`src/hdl/mdpwm_pkg.sv`:
```
// mdpwm_pkg.sv - constants, types and helpers of the dual-output modulator
package mdpwm_pkg;

    // bus geometry: byte address is four times the register index
    localparam int          AXI_ADDR_W = 10;

    // register indexes
    localparam logic [7:0]  IDX_CTRL   = 8'hAE;
    localparam logic [7:0]  IDX_FVL    = 8'hB1;
    localparam logic [7:0]  IDX_FVH    = 8'hB2;
    localparam logic [7:0]  IDX_SVL    = 8'hB3;
    localparam logic [7:0]  IDX_SVH    = 8'hB4;
    localparam logic [7:0]  IDX_STATUS = 8'hB8;

    // reset value of every byte register
    localparam logic [7:0]  RST_BYTE   = 8'h00;

    // control field positions
    localparam int          MODE_LSB   = 4;
    localparam int          DIV_LSB    = 2;
    localparam int          SRC_LSB    = 0;

    // timing counts
    localparam logic [3:0]  XTAL_LAST  = 4'hE;
    localparam logic [15:0] CNT_FULL   = 16'hFFFF;

    // bus responses
    localparam logic [1:0]  RESP_OKAY  = 2'h0;
    localparam logic [1:0]  RESP_SLVERR = 2'h2;

    // clock sources
    typedef enum logic [1:0] {
        SRC_XTAL15, SRC_XTAL, SRC_EXT, SRC_VCO
    } mdpwm_src_t;

    // operating modes
    typedef enum logic [2:0] {
        MODE_OFF, MODE_SINGLE16, MODE_TWIN8, MODE_TWIN16,
        MODE_DENS16, MODE_DUAL8, MODE_DENSRZ, MODE_HOLD
    } mdpwm_mode_t;

    // one output pin: level and enable
    typedef struct packed {
        logic level;
        logic oe;
    } mdpwm_pin_t;

    // last prescaler count for a divider code
    function automatic logic [5:0] div_last(input logic [1:0] code);
        case (code)
            2'h0:    div_last = 6'h00;
            2'h1:    div_last = 6'h03;
            2'h2:    div_last = 6'h0F;
            default: div_last = 6'h3F;
        endcase
    endfunction

    // modes whose values are 16 bits wide
    function automatic logic is_wide(input mdpwm_mode_t m);
        is_wide = (m == MODE_SINGLE16) || (m == MODE_TWIN16) ||
                  (m == MODE_DENS16) || (m == MODE_DENSRZ);
    endfunction

endpackage

```
`src/hdl/mdpwm_clkgen.sv`:
```
// mdpwm_clkgen.sv - source select and divider making the modulator tick
`timescale 1ns/1ps
`default_nettype none
module mdpwm_clkgen (
    // clock and reset
    input  wire logic       aclk,
    input  wire logic       aresetn,
    // configuration
    input  wire logic       restart,
    input  wire logic [1:0] src_sel,
    input  wire logic [1:0] div_sel,
    // clock sources
    input  wire logic       crystal_tick,
    input  wire logic       vco_tick,
    input  wire logic       ext_clk_pin,
    // modulator enables
    output logic            tick,
    output logic            half_tick
);
    // all state of the generator
    typedef struct packed {
        logic       sync0;
        logic       sync1;
        logic       prev;
        logic [3:0] xdiv;
        logic [5:0] pre;
        logic       tick;
        logic       half;
    } mdpwm_cg_state_t;

    mdpwm_cg_state_t s;        // registered state
    mdpwm_cg_state_t n;        // next state
    logic            src_tick; // one pulse per source clock
    logic [5:0]      last;     // prescaler end count

    // source select, crystal/15 and prescaler
    always_comb begin
        n = s;
        last = mdpwm_pkg::div_last(div_sel);
        n.sync0 = ext_clk_pin;
        n.sync1 = s.sync0;
        n.prev = s.sync1;
        // crystal divided by fifteen
        if (crystal_tick) begin
            n.xdiv = (s.xdiv == mdpwm_pkg::XTAL_LAST) ? 4'h0 : s.xdiv + 4'h1;
        end
        // pick the source
        unique case (mdpwm_pkg::mdpwm_src_t'(src_sel))
            mdpwm_pkg::SRC_XTAL15: src_tick = crystal_tick && (s.xdiv == mdpwm_pkg::XTAL_LAST);
            mdpwm_pkg::SRC_XTAL:   src_tick = crystal_tick;
            mdpwm_pkg::SRC_EXT:    src_tick = s.sync1 && !s.prev;
            mdpwm_pkg::SRC_VCO:    src_tick = vco_tick;
        endcase
        n.tick = 1'b0;
        // undivided: half point is the cycle after the tick
        n.half = (last == 6'h00) ? s.tick : 1'b0;
        if (restart) begin
            // control write restarts the divider
            n.pre = 6'h00;
            n.half = 1'b0;
        end else if (src_tick) begin
            n.tick = (s.pre == last);
            n.pre = n.tick ? 6'h00 : s.pre + 6'h01;
            if ((last != 6'h00) && (s.pre == (last >> 1))) begin
                n.half = 1'b1;
            end
        end
    end

    // state register
    always_ff @(posedge aclk) begin
        if (!aresetn) begin
            s <= '0;
        end else begin
            s <= n;
        end
    end

    assign tick = s.tick;
    assign half_tick = s.half;
endmodule
`default_nettype wire

```
`src/hdl/mdpwm_top.sv`:
```
// mdpwm_top.sv - dual-output modulator with its register slave
`timescale 1ns/1ps
`default_nettype none
module mdpwm_top (
    // clock and reset
    input  wire logic                  aclk,
    input  wire logic                  aresetn,
    // write address channel
    input  wire logic [9:0]            s_axi_awaddr,
    input  wire logic                  s_axi_awvalid,
    output logic                       s_axi_awready,
    // write data channel
    input  wire logic [31:0]           s_axi_wdata,
    input  wire logic [3:0]            s_axi_wstrb,
    input  wire logic                  s_axi_wvalid,
    output logic                       s_axi_wready,
    // write response channel
    output logic [1:0]                 s_axi_bresp,
    output logic                       s_axi_bvalid,
    input  wire logic                  s_axi_bready,
    // read address channel
    input  wire logic [9:0]            s_axi_araddr,
    input  wire logic                  s_axi_arvalid,
    output logic                       s_axi_arready,
    // read data channel
    output logic [31:0]                s_axi_rdata,
    output logic [1:0]                 s_axi_rresp,
    output logic                       s_axi_rvalid,
    input  wire logic                  s_axi_rready,
    // clock sources
    input  wire logic                  crystal_clock_tick,
    input  wire logic                  pll_vco_clock_tick,
    input  wire logic                  external_clock_pin,
    // output pins
    output mdpwm_pkg::mdpwm_pin_t      first_output_pin,
    output mdpwm_pkg::mdpwm_pin_t      second_output_pin
);
    // all state of the block
    typedef struct packed {
        logic                  aw_pend;
        logic [9:0]            awaddr;
        logic                  w_pend;
        logic [7:0]            wdata;
        logic                  wstb;
        logic                  bvalid;
        logic [1:0]            bresp;
        logic                  rvalid;
        logic [1:0]            rresp;
        logic [31:0]           rdata;
        logic [6:0]            ctrl;
        logic [7:0]            fvl;
        logic [7:0]            fvh;
        logic [7:0]            svl;
        logic [7:0]            svh;
        logic [7:0]            stage0;
        logic [7:0]            stage1;
        logic [15:0]           act0;
        logic [15:0]           act1;
        logic [15:0]           cnt;
        logic [15:0]           acc0;
        logic [15:0]           acc1;
        logic                  out0;
        logic                  out1;
        logic                  rz;
        mdpwm_pkg::mdpwm_pin_t pin0;
        mdpwm_pkg::mdpwm_pin_t pin1;
    } mdpwm_state_t;

    mdpwm_state_t           s;        // registered state
    mdpwm_state_t           n;        // next state
    logic                   wr_do;    // both write halves present
    logic                   ctrl_wr;  // control register written
    logic [7:0]             wr_idx;   // register index of the write
    logic [7:0]             rd_idx;   // register index of the read
    logic                   tick;     // divided modulator tick
    logic                   half;     // middle of a tick period
    mdpwm_pkg::mdpwm_mode_t cur_mode; // mode now in force
    mdpwm_pkg::mdpwm_mode_t m;        // mode after this edge
    logic                   load;     // a new cycle begins
    logic                   eval;     // outputs are re-evaluated
    logic                   wrap_lo;  // low counter byte wraps
    logic                   wrap_hi;  // high counter byte wraps
    logic [15:0]            nc;       // next counter value
    logic [16:0]            sum0;     // first density accumulator sum
    logic [16:0]            sum1;     // second density accumulator sum
    logic                   drive0;   // first pin driven
    logic                   drive1;   // second pin driven

    assign cur_mode = mdpwm_pkg::mdpwm_mode_t'(s.ctrl[6:mdpwm_pkg::MODE_LSB]);

    // tick source and divider, restarted by a control write
    mdpwm_clkgen u_clkgen (
        .aclk         (aclk),
        .aresetn      (aresetn),
        .restart      (ctrl_wr),
        .src_sel      (s.ctrl[mdpwm_pkg::SRC_LSB +: 2]),
        .div_sel      (s.ctrl[mdpwm_pkg::DIV_LSB +: 2]),
        .crystal_tick (crystal_clock_tick),
        .vco_tick     (pll_vco_clock_tick),
        .ext_clk_pin  (external_clock_pin),
        .tick         (tick),
        .half_tick    (half)
    );

    // channel readiness: one write and one read at a time
    assign s_axi_awready = !s.aw_pend;
    assign s_axi_wready = !s.w_pend;
    assign s_axi_arready = !s.rvalid;
    assign s_axi_bvalid = s.bvalid;
    assign s_axi_bresp = s.bresp;
    assign s_axi_rvalid = s.rvalid;
    assign s_axi_rresp = s.rresp;
    assign s_axi_rdata = s.rdata;
    assign first_output_pin = s.pin0;
    assign second_output_pin = s.pin1;
    assign wr_idx = s.awaddr[9:2];
    assign rd_idx = s_axi_araddr[9:2];

    // bus slave, register file and modulator
    always_comb begin
        n = s;
        ctrl_wr = 1'b0;
        load = 1'b0;
        eval = 1'b0;
        wrap_lo = 1'b0;
        wrap_hi = 1'b0;
        nc = s.cnt;
        sum0 = {1'b0, s.acc0};
        sum1 = {1'b0, s.acc1};
        wr_do = s.aw_pend && s.w_pend && !s.bvalid;
        // take address and data in either order
        if (s_axi_awvalid && !s.aw_pend) begin
            n.aw_pend = 1'b1;
            n.awaddr = s_axi_awaddr;
        end
        if (s_axi_wvalid && !s.w_pend) begin
            n.w_pend = 1'b1;
            n.wdata = s_axi_wdata[7:0];
            n.wstb = s_axi_wstrb[0];
        end
        // response handed over
        if (s.bvalid && s_axi_bready) begin
            n.bvalid = 1'b0;
        end
        // perform a write once both halves are in
        if (wr_do) begin
            n.aw_pend = 1'b0;
            n.w_pend = 1'b0;
            n.bvalid = 1'b1;
            n.bresp = mdpwm_pkg::RESP_OKAY;
            case (wr_idx)
                mdpwm_pkg::IDX_CTRL: begin
                    ctrl_wr = s.wstb;
                    if (s.wstb) begin
                        n.ctrl = s.wdata[6:0];
                    end
                end
                mdpwm_pkg::IDX_FVL: begin
                    if (s.wstb && mdpwm_pkg::is_wide(cur_mode)) begin
                        n.stage0 = s.wdata;
                    end else if (s.wstb) begin
                        n.fvl = s.wdata;
                    end
                end
                mdpwm_pkg::IDX_FVH: begin
                    if (s.wstb) begin
                        n.fvh = s.wdata;
                        if (mdpwm_pkg::is_wide(cur_mode)) begin
                            n.fvl = s.stage0;
                        end
                    end
                end
                mdpwm_pkg::IDX_SVL: begin
                    if (s.wstb && mdpwm_pkg::is_wide(cur_mode)) begin
                        n.stage1 = s.wdata;
                    end else if (s.wstb) begin
                        n.svl = s.wdata;
                    end
                end
                mdpwm_pkg::IDX_SVH: begin
                    if (s.wstb) begin
                        n.svh = s.wdata;
                        if (mdpwm_pkg::is_wide(cur_mode)) begin
                            n.svl = s.stage1;
                        end
                    end
                end
                // status is read only, writes are ignored
                mdpwm_pkg::IDX_STATUS: ;
                default: n.bresp = mdpwm_pkg::RESP_SLVERR;
            endcase
        end
        // read data handed over
        if (s.rvalid && s_axi_rready) begin
            n.rvalid = 1'b0;
        end
        // take a read and answer next cycle
        if (s_axi_arvalid && !s.rvalid) begin
            n.rvalid = 1'b1;
            n.rresp = mdpwm_pkg::RESP_OKAY;
            case (rd_idx)
                mdpwm_pkg::IDX_CTRL:   n.rdata = {25'h0000000, s.ctrl};
                mdpwm_pkg::IDX_FVL:    n.rdata = {24'h000000, s.fvl};
                mdpwm_pkg::IDX_FVH:    n.rdata = {24'h000000, s.fvh};
                mdpwm_pkg::IDX_SVL:    n.rdata = {24'h000000, s.svl};
                mdpwm_pkg::IDX_SVH:    n.rdata = {24'h000000, s.svh};
                mdpwm_pkg::IDX_STATUS: n.rdata = {14'h0000, s.pin1.level, s.pin0.level, s.cnt};
                default: begin
                    n.rdata = 32'h00000000;
                    n.rresp = mdpwm_pkg::RESP_SLVERR;
                end
            endcase
        end
        m = mdpwm_pkg::mdpwm_mode_t'(n.ctrl[6:mdpwm_pkg::MODE_LSB]);
        if (ctrl_wr) begin
            // restart the cycle from zero
            n.cnt = 16'h0000;
            nc = 16'h0000;
            n.acc0 = 16'h0000;
            n.acc1 = 16'h0000;
            n.out1 = 1'b0;
            n.rz = 1'b0;
            load = 1'b1;
            eval = (m != mdpwm_pkg::MODE_DENS16) && (m != mdpwm_pkg::MODE_DENSRZ);
            n.out0 = 1'b0;
        end else if (tick) begin
            // advance on the divided tick
            unique case (m)
                mdpwm_pkg::MODE_SINGLE16: begin
                    load = (s.cnt == s.act1);
                    nc = load ? 16'h0000 : s.cnt + 16'h0001;
                end
                mdpwm_pkg::MODE_TWIN8: begin
                    load = (s.cnt[7:0] == s.act1[7:0]);
                    nc = load ? 16'h0000 : {8'h00, s.cnt[7:0] + 8'h01};
                end
                mdpwm_pkg::MODE_DUAL8: begin
                    // two byte counters with own periods
                    wrap_lo = (s.cnt[7:0] == s.act1[7:0]);
                    wrap_hi = (s.cnt[15:8] == s.act1[15:8]);
                    nc[7:0] = wrap_lo ? 8'h00 : s.cnt[7:0] + 8'h01;
                    nc[15:8] = wrap_hi ? 8'h00 : s.cnt[15:8] + 8'h01;
                    load = wrap_lo;
                end
                mdpwm_pkg::MODE_TWIN16, mdpwm_pkg::MODE_DENS16, mdpwm_pkg::MODE_DENSRZ: begin
                    load = (s.cnt == mdpwm_pkg::CNT_FULL);
                    nc = s.cnt + 16'h0001;
                end
                // counter held at zero
                mdpwm_pkg::MODE_OFF, mdpwm_pkg::MODE_HOLD: nc = 16'h0000;
            endcase
            n.cnt = nc;
            eval = (m != mdpwm_pkg::MODE_OFF) && (m != mdpwm_pkg::MODE_HOLD);
        end
        // new values only at a cycle start
        if (load) begin
            n.act0 = {s.fvh, s.fvl};
            n.act1 = {s.svh, s.svl};
        end
        if (eval) begin
            unique case (m)
                // high from rollover until the match
                mdpwm_pkg::MODE_SINGLE16, mdpwm_pkg::MODE_TWIN16: begin
                    n.out0 = nc < n.act0;
                    n.out1 = (m == mdpwm_pkg::MODE_TWIN16) && (nc < n.act1);
                end
                mdpwm_pkg::MODE_TWIN8: begin
                    n.out0 = nc[7:0] < n.act0[7:0];
                    if (nc[7:0] == n.act1[15:8]) begin
                        n.out1 = 1'b1;
                    end else if (nc[7:0] == n.act0[15:8]) begin
                        n.out1 = 1'b0;
                    end
                end
                mdpwm_pkg::MODE_DUAL8: begin
                    n.out0 = nc[7:0] < n.act0[7:0];
                    n.out1 = nc[15:8] < n.act0[15:8];
                end
                // carry of a 16-bit accumulator gives pulse density
                mdpwm_pkg::MODE_DENS16, mdpwm_pkg::MODE_DENSRZ: begin
                    sum0 = {1'b0, s.acc0} + {1'b0, n.act0};
                    sum1 = {1'b0, s.acc1} + {1'b0, n.act1};
                    n.acc0 = sum0[15:0];
                    n.acc1 = sum1[15:0];
                    n.out0 = sum0[16];
                    n.out1 = sum1[16];
                    n.rz = 1'b1;
                end
                mdpwm_pkg::MODE_OFF, mdpwm_pkg::MODE_HOLD: ;
            endcase
        end else if (half) begin
            n.rz = 1'b0;
        end
        // pin drive, both released in modes 0 and 7, second pin also released in mode 1
        drive0 = (m != mdpwm_pkg::MODE_OFF) && (m != mdpwm_pkg::MODE_HOLD);
        drive1 = drive0 && (m != mdpwm_pkg::MODE_SINGLE16);
        n.pin0.oe = drive0;
        n.pin1.oe = drive1;
        n.pin0.level = drive0 && n.out0 && ((m != mdpwm_pkg::MODE_DENSRZ) || n.rz);
        n.pin1.level = drive1 && n.out1 && ((m != mdpwm_pkg::MODE_DENSRZ) || n.rz);
    end

    // state register
    always_ff @(posedge aclk) begin
        if (!aresetn) begin
            s <= '0;
        end else begin
            s <= n;
        end
    end
endmodule
`default_nettype wire

```
`config.mk`:
```
export PLATFORM = sky130hd
export DESIGN_NAME = mdpwm_top
export DESIGN_NICKNAME = d
export VERILOG_FILES = /design/src/hdl/mdpwm_pkg.sv /design/src/hdl/mdpwm_clkgen.sv /design/src/hdl/mdpwm_top.sv
export SDC_FILE = /design/constraint.sdc
export NUM_CORES = 1
export LEC_CHECK = 0
export ABC_AREA = 0
export ABC_CLOCK_PERIOD_IN_PS = 5270
export BUFFER_PORTS_ARGS = -buffer_cell sky130_fd_sc_hd__buf_2
export CAP_MARGIN = 10
export CORE_MARGIN = 2
export CORE_UTILIZATION = 54
export DETAILED_ROUTE_END_ITERATION = 8
export PLACE_DENSITY = 0.74
export SYNTH_ARGS = -nofsm -noshare
export SYNTH_HDL_FRONTEND = slang
export SYNTH_SLANG_ARGS = --single-unit
export TNS_END_PERCENT = 50
```
`constraint.sdc`:
```
create_clock -name aclk -period 5.27 [get_ports aclk]
set_clock_uncertainty 0.05 [all_clocks]
set_input_delay 0.2635 -clock aclk [delete_from_list [all_inputs] [get_ports aclk]]
set_output_delay 0.2635 -clock aclk [all_outputs]
set_load 0.1 [all_outputs]
```
* Word level (Yosys, flattened, before mapping)
Index checks and enable logic that the tools add are counted.
Word-level totals: flip-flop bits (word level) 216, latch bits 0, RAM bits 0, ROM bits 0, bits of input ports 66, word-level logic and storage cells 209, memories kept 0
Cells by class: add/subtract/negate cells 7, multipliers 0, div/mod/pow operators 0, $lt $le $gt $ge 4, eq/ne operators 49, shift operators 0, muxes and demuxes 55, bitwise gates (word level) 2, reduce and logical (&&, ||, !) cells 55
Operators with widths (number):
- 18-bit case mux with 6 select lines | 1
- 8-bit two-way mux | 13
- 8-bit == test (second input constant) | 12
- 16-bit two-way mux | 5
- 16-bit case mux with 5 select lines | 1
- 35-bit two-way mux | 2
- 32-bit two-way mux | 2
- 55-bit two-way mux | 1
- 16-bit by 16-bit adder with 17-bit output | 2
- 34-bit two-way mux | 1
- 8-bit == test | 4
- 16-bit less-than comparator | 2
- 8-bit case mux with 2 select lines | 2
- 1-bit logical AND | 19
- 3-bit == test (second input constant) | 6
- 6-bit case mux with 3 select lines | 1
- 16-bit by 1-bit adder with 16-bit output (second input constant) | 1
- 8-bit by 1-bit adder with 8-bit output (second input constant) | 2
- 16-bit == test | 1
- 16-bit == test (second input constant) | 1
- 8-bit less-than comparator | 2
- 1-bit two-way mux | 16
- 2-bit != test (second input constant) | 8
- 3-bit AND reduction | 5
- 32 further kinds | 62

* Logic depth before layout (Yosys ltp)
word-level depth 21, gate-level depth with buffers 26, gate-level depth less buffers 22

* Cells and area by module
From an unflattened synthesis, not the netlist that was laid out.
Second synthesis, totals: cells, all modules 1504, area total of the unflattened synthesis 11932.7 µm²
By module, submodules not included:
- mdpwm_top | instances 1, cells an instance 1417, area each 11143.2 µm²
- mdpwm_clkgen | instances 1, cells an instance 87, area each 789.5 µm²

* Least setup slack after synthesis
OpenSTA, ideal clock, no wires.
path kind register -> register, start point register s (netlist bit s_axi_bvalid), end point register s[22] (netlist name), arrival 5452 ps, slack -364 ps, cell stages (with the launch flop) 24, cell sequence dfxtp_1 and4b_1 buf_2 and3_4 mux2_4 o211ai_2 o2111ai_2 nand2_2 buf_6 buf_6 buf_2 mux2i_1 inv_1 ha_1 a21o_1 a21o_1 a21oi_1 o21bai_1 a211o_1 a2111oi_0 nor2_1 a31oi_1 mux2i_1 a21oi_1
RTL lines:
- start, declared | RTL line mdpwm_top.sv:69 | mdpwm_state_t s;
- start signal, assigned | RTL line mdpwm_top.sv:308 | s <= n;

==> results.toml <==
[worst_setup_path]
worst-path-stages = 19
rr_startpoint = "s[195]"
crit_path_start_kind = "flip-flop"
worstPathArrival_ps = 5260
cp_slowest_stage_delay_ps = 390
crit_type = "flip-flop to flip-flop"
cp-end-kind = "flip-flop"
critPathBufInv = 2
crit_family = "compound AO/OA/AOI/OAI gates"
critPathMaxFanout = 10
r2r_cells = 19
crit_slowest_cell = "dfxtp_1"
r2r_end = "s[22]"
crit_chain = "and4bb_1 > and3_4 > mux2_4 > o211ai_2 > o2111ai_4 > nand2_4 > buf_4 > mux2i_1 > inv_1 > ha_1 > a21o_1 > a21oi_1 > o21bai_1 > a211o_1 > a2111oi_2 > nor2_1 > a31oi_1 > mux2i_1 > a21oi_1"
cp_data_required_time_ps = 5530
r2r_slack_ps = 270

[timing]
period_share = 0.948
hold_viol = 0
drv_slew = 0
slew_headroom = 0.309
tightest_slew_ps = 1030
setup_viol = 0
final.min_clock_period_ps = 5000
max_freq_ghz = 0.200
whs_ps = 4.81
setup_ws_ps = 274

[grt]
grt_max_degree = 57
overflow = 0
grtUsageTotal = 0.286
grt_pass1_vias = 9530
antenna_found_initial = 1
grt_pass1_wl_um = 50600

[power]
ir_drop_mv = 0.213
pwr-share-comb = 0.076
leakagePower_uw = 0.00548
p_clk_frac = 0.429
p_switching_uw = 888
intPower_uw = 2200
switching_share = 0.287
power.density_mw_per_mm2 = 238
pwr-share-seq = 0.495

[layout]
most-common-layout-cells = "nand2_1, dfxtp_1, nor2_1"
drive_above_1_share = 0.128
num_antenna_cells = 0
syn2layout_area_growth_pct = 11.4
layout.nets = 1676
final_common_cell = "nand2_1"

[min_path]
hold_depth = 3
hold_start = "s_axi_wdata[5]"
hold_end = "s[186]"
hold_class = "input pin to flip-flop"

[synthesis]
synthFlopType = "dfxtp_1"
post-synth-top-area-fraction = 0.339
synthCells = 1488
syn_avg_cell_area_um2 = 7.85
ys_seq_elements = 198
ys_warn_count = 0
syn_area_mm2 = 0.0117
synth_cell_types = 78
synthArstFlopShare = 0
synth_edf_count = 0
ys_top_cells_by_area = "dfxtp_1, ha_1, nand2_1"
seq_area_frac_synth = 0.339
synth.largest_area_cell = "dfxtp_1"

[job]
drv_cap = 0

[floorplanning]
ios = 111
fp.dieH_um = 151
rows = 53
die_x_um = 151
start_util = 0.552
coreArea_mm2 = 0.0212
fp.dieArea_mm2 = 0.0228

[detailed_routing]
drc = 0
drtIter0Drc = 819
avgViaCountPerCell = 5.82
wl_per_cell_um = 17.8
ant_nets = 0
drtPass1Iterations = 7
dr_total_vias = 10700
routed_wl_um = 32600

[placed_design]
io_buffers = 63
gp_congestion = 0.979
place_worst_setup_slack_ps = 76.5
dpl.hpwl_um = 24300

[cts]
path_clk_slew_ps = 80
clk_root_buffer_cell = "clkbuf_16"
clkLatencyLatePin_ps = 450
cts-buffers-inserted = 17
cts_buffer_depth = 2
cts_tree = "done"
cts_num_sinks = 198
cts.htree.levels = 4

[status]
status = "complete, no violations"
sequential cells by signal (all words and copies together) (netlist names):
register,count
second_output_pin,2
u_clkgen.s,11
s_axi_rresp,1
s_axi_rvalid,1
first_output_pin,2
s,154
s_axi_rdata,18
s_axi_bvalid,1
u_clkgen.tick,1
s_axi_bresp,1
u_clkgen.half_tick,1
u_clkgen.n,2
cur_mode,3
per-stage QoR:
stage / setup TNS, ps / cells / area, um2 / util / power, uW
6_report: 0 / 1830 / 13000 / 0.615 / 3090
5_1_grt: -29.9 / 1830 / 13000 / 0.615 / 3180
4_1_cts: 0 / 1828 / 12900 / 0.610 / 3110
3_5_place_dp: 0 / 1789 / 12200 / 0.579 / 1790
3_3_place_gp: 0 / 1789 / 12200 / 0.579 / 1790
2_1_floorplan: 0 / 1503 / 11700 / - / 1760
power groups by stage:
stage | logic, uW | clock network, uW | registers, uW
2_1_floorplan | 196 | 0 | 1560
3_3_place_gp | 227 | 0 | 1560
3_5_place_dp | 229 | 0 | 1560
4_1_cts | 233 | 1350 | 1530
5_1_grt | 249 | 1400 | 1530
6_report | 235 | 1330 | 1530
routing by layer:
metal | vias up | routed length (um) | part of all wire | track usage
met3 | 51 | 2420 | 0.074 | 0.0551
li1 | 5239 | - | - | -
met2 | 383 | 15100 | 0.46 | 0.458
met4 | 0 | 727 | 0.022 | 0.0902
met5 | - | 0 | 0 | 0
met1 | 4977 | 14400 | 0.44 | 0.391
cell usage after synthesis (all sizes together) (23+ instances only):
cell type,count
a21oi,160
buf,50
clkbuf,64
dfxtp,198
ha,66
inv,57
mux2i,49
nand2,221
nand3,53
nor2,168
o21ai,65
xnor2,44
xor2,23
worst min-delay path, stage by stage:
cell,delay [ps]
buf_2,90
nand2_1,50
a21oi_1,50
cell type report:
class	instances	area [um2]
fillers	1856	8150
multi-input cells	1134	7020
flip-flops and latches	198	3970
repair buffers	134	863
clock buffers	17	425
well taps	275	344
inverters	57	215
clock inverters	15	171
worst max path at each step:
stage                             from  slack, ps                   end
final                           s[195]        270                 s[22]
after global routing            s[195]        -30                 s[22]
after CTS                       s[195]         20                  s[5]
after detailed placement        s[195]         80   first_output_pin[1]
after global placement          s[195]        210  second_output_pin[1]
after floorplan           s_axi_bvalid        110                 s[22]
cells by family after synthesis:
family	after synthesis	share of synthesized area
xor gates and xnor gates	67	0.0502
muxes	53	0.0514
other	1	0.000321
DFF	198	0.339
adders and majority gates	68	0.0741
buffers and inverters	171	0.0725
and+or+nand+nor	591	0.232
AOI/OAI and AO/OA	339	0.180
what timing repair did:
item / CTS / global route
endpoints found under the hold margin: 7 / 0
resized for setup: 0 / 25
endpoints found under the setup margin: 0 / 8
buffers inserted: 0 / 1
hold buffers: 7 / 0
Note: power is estimated with default switching activity, not from simulation.
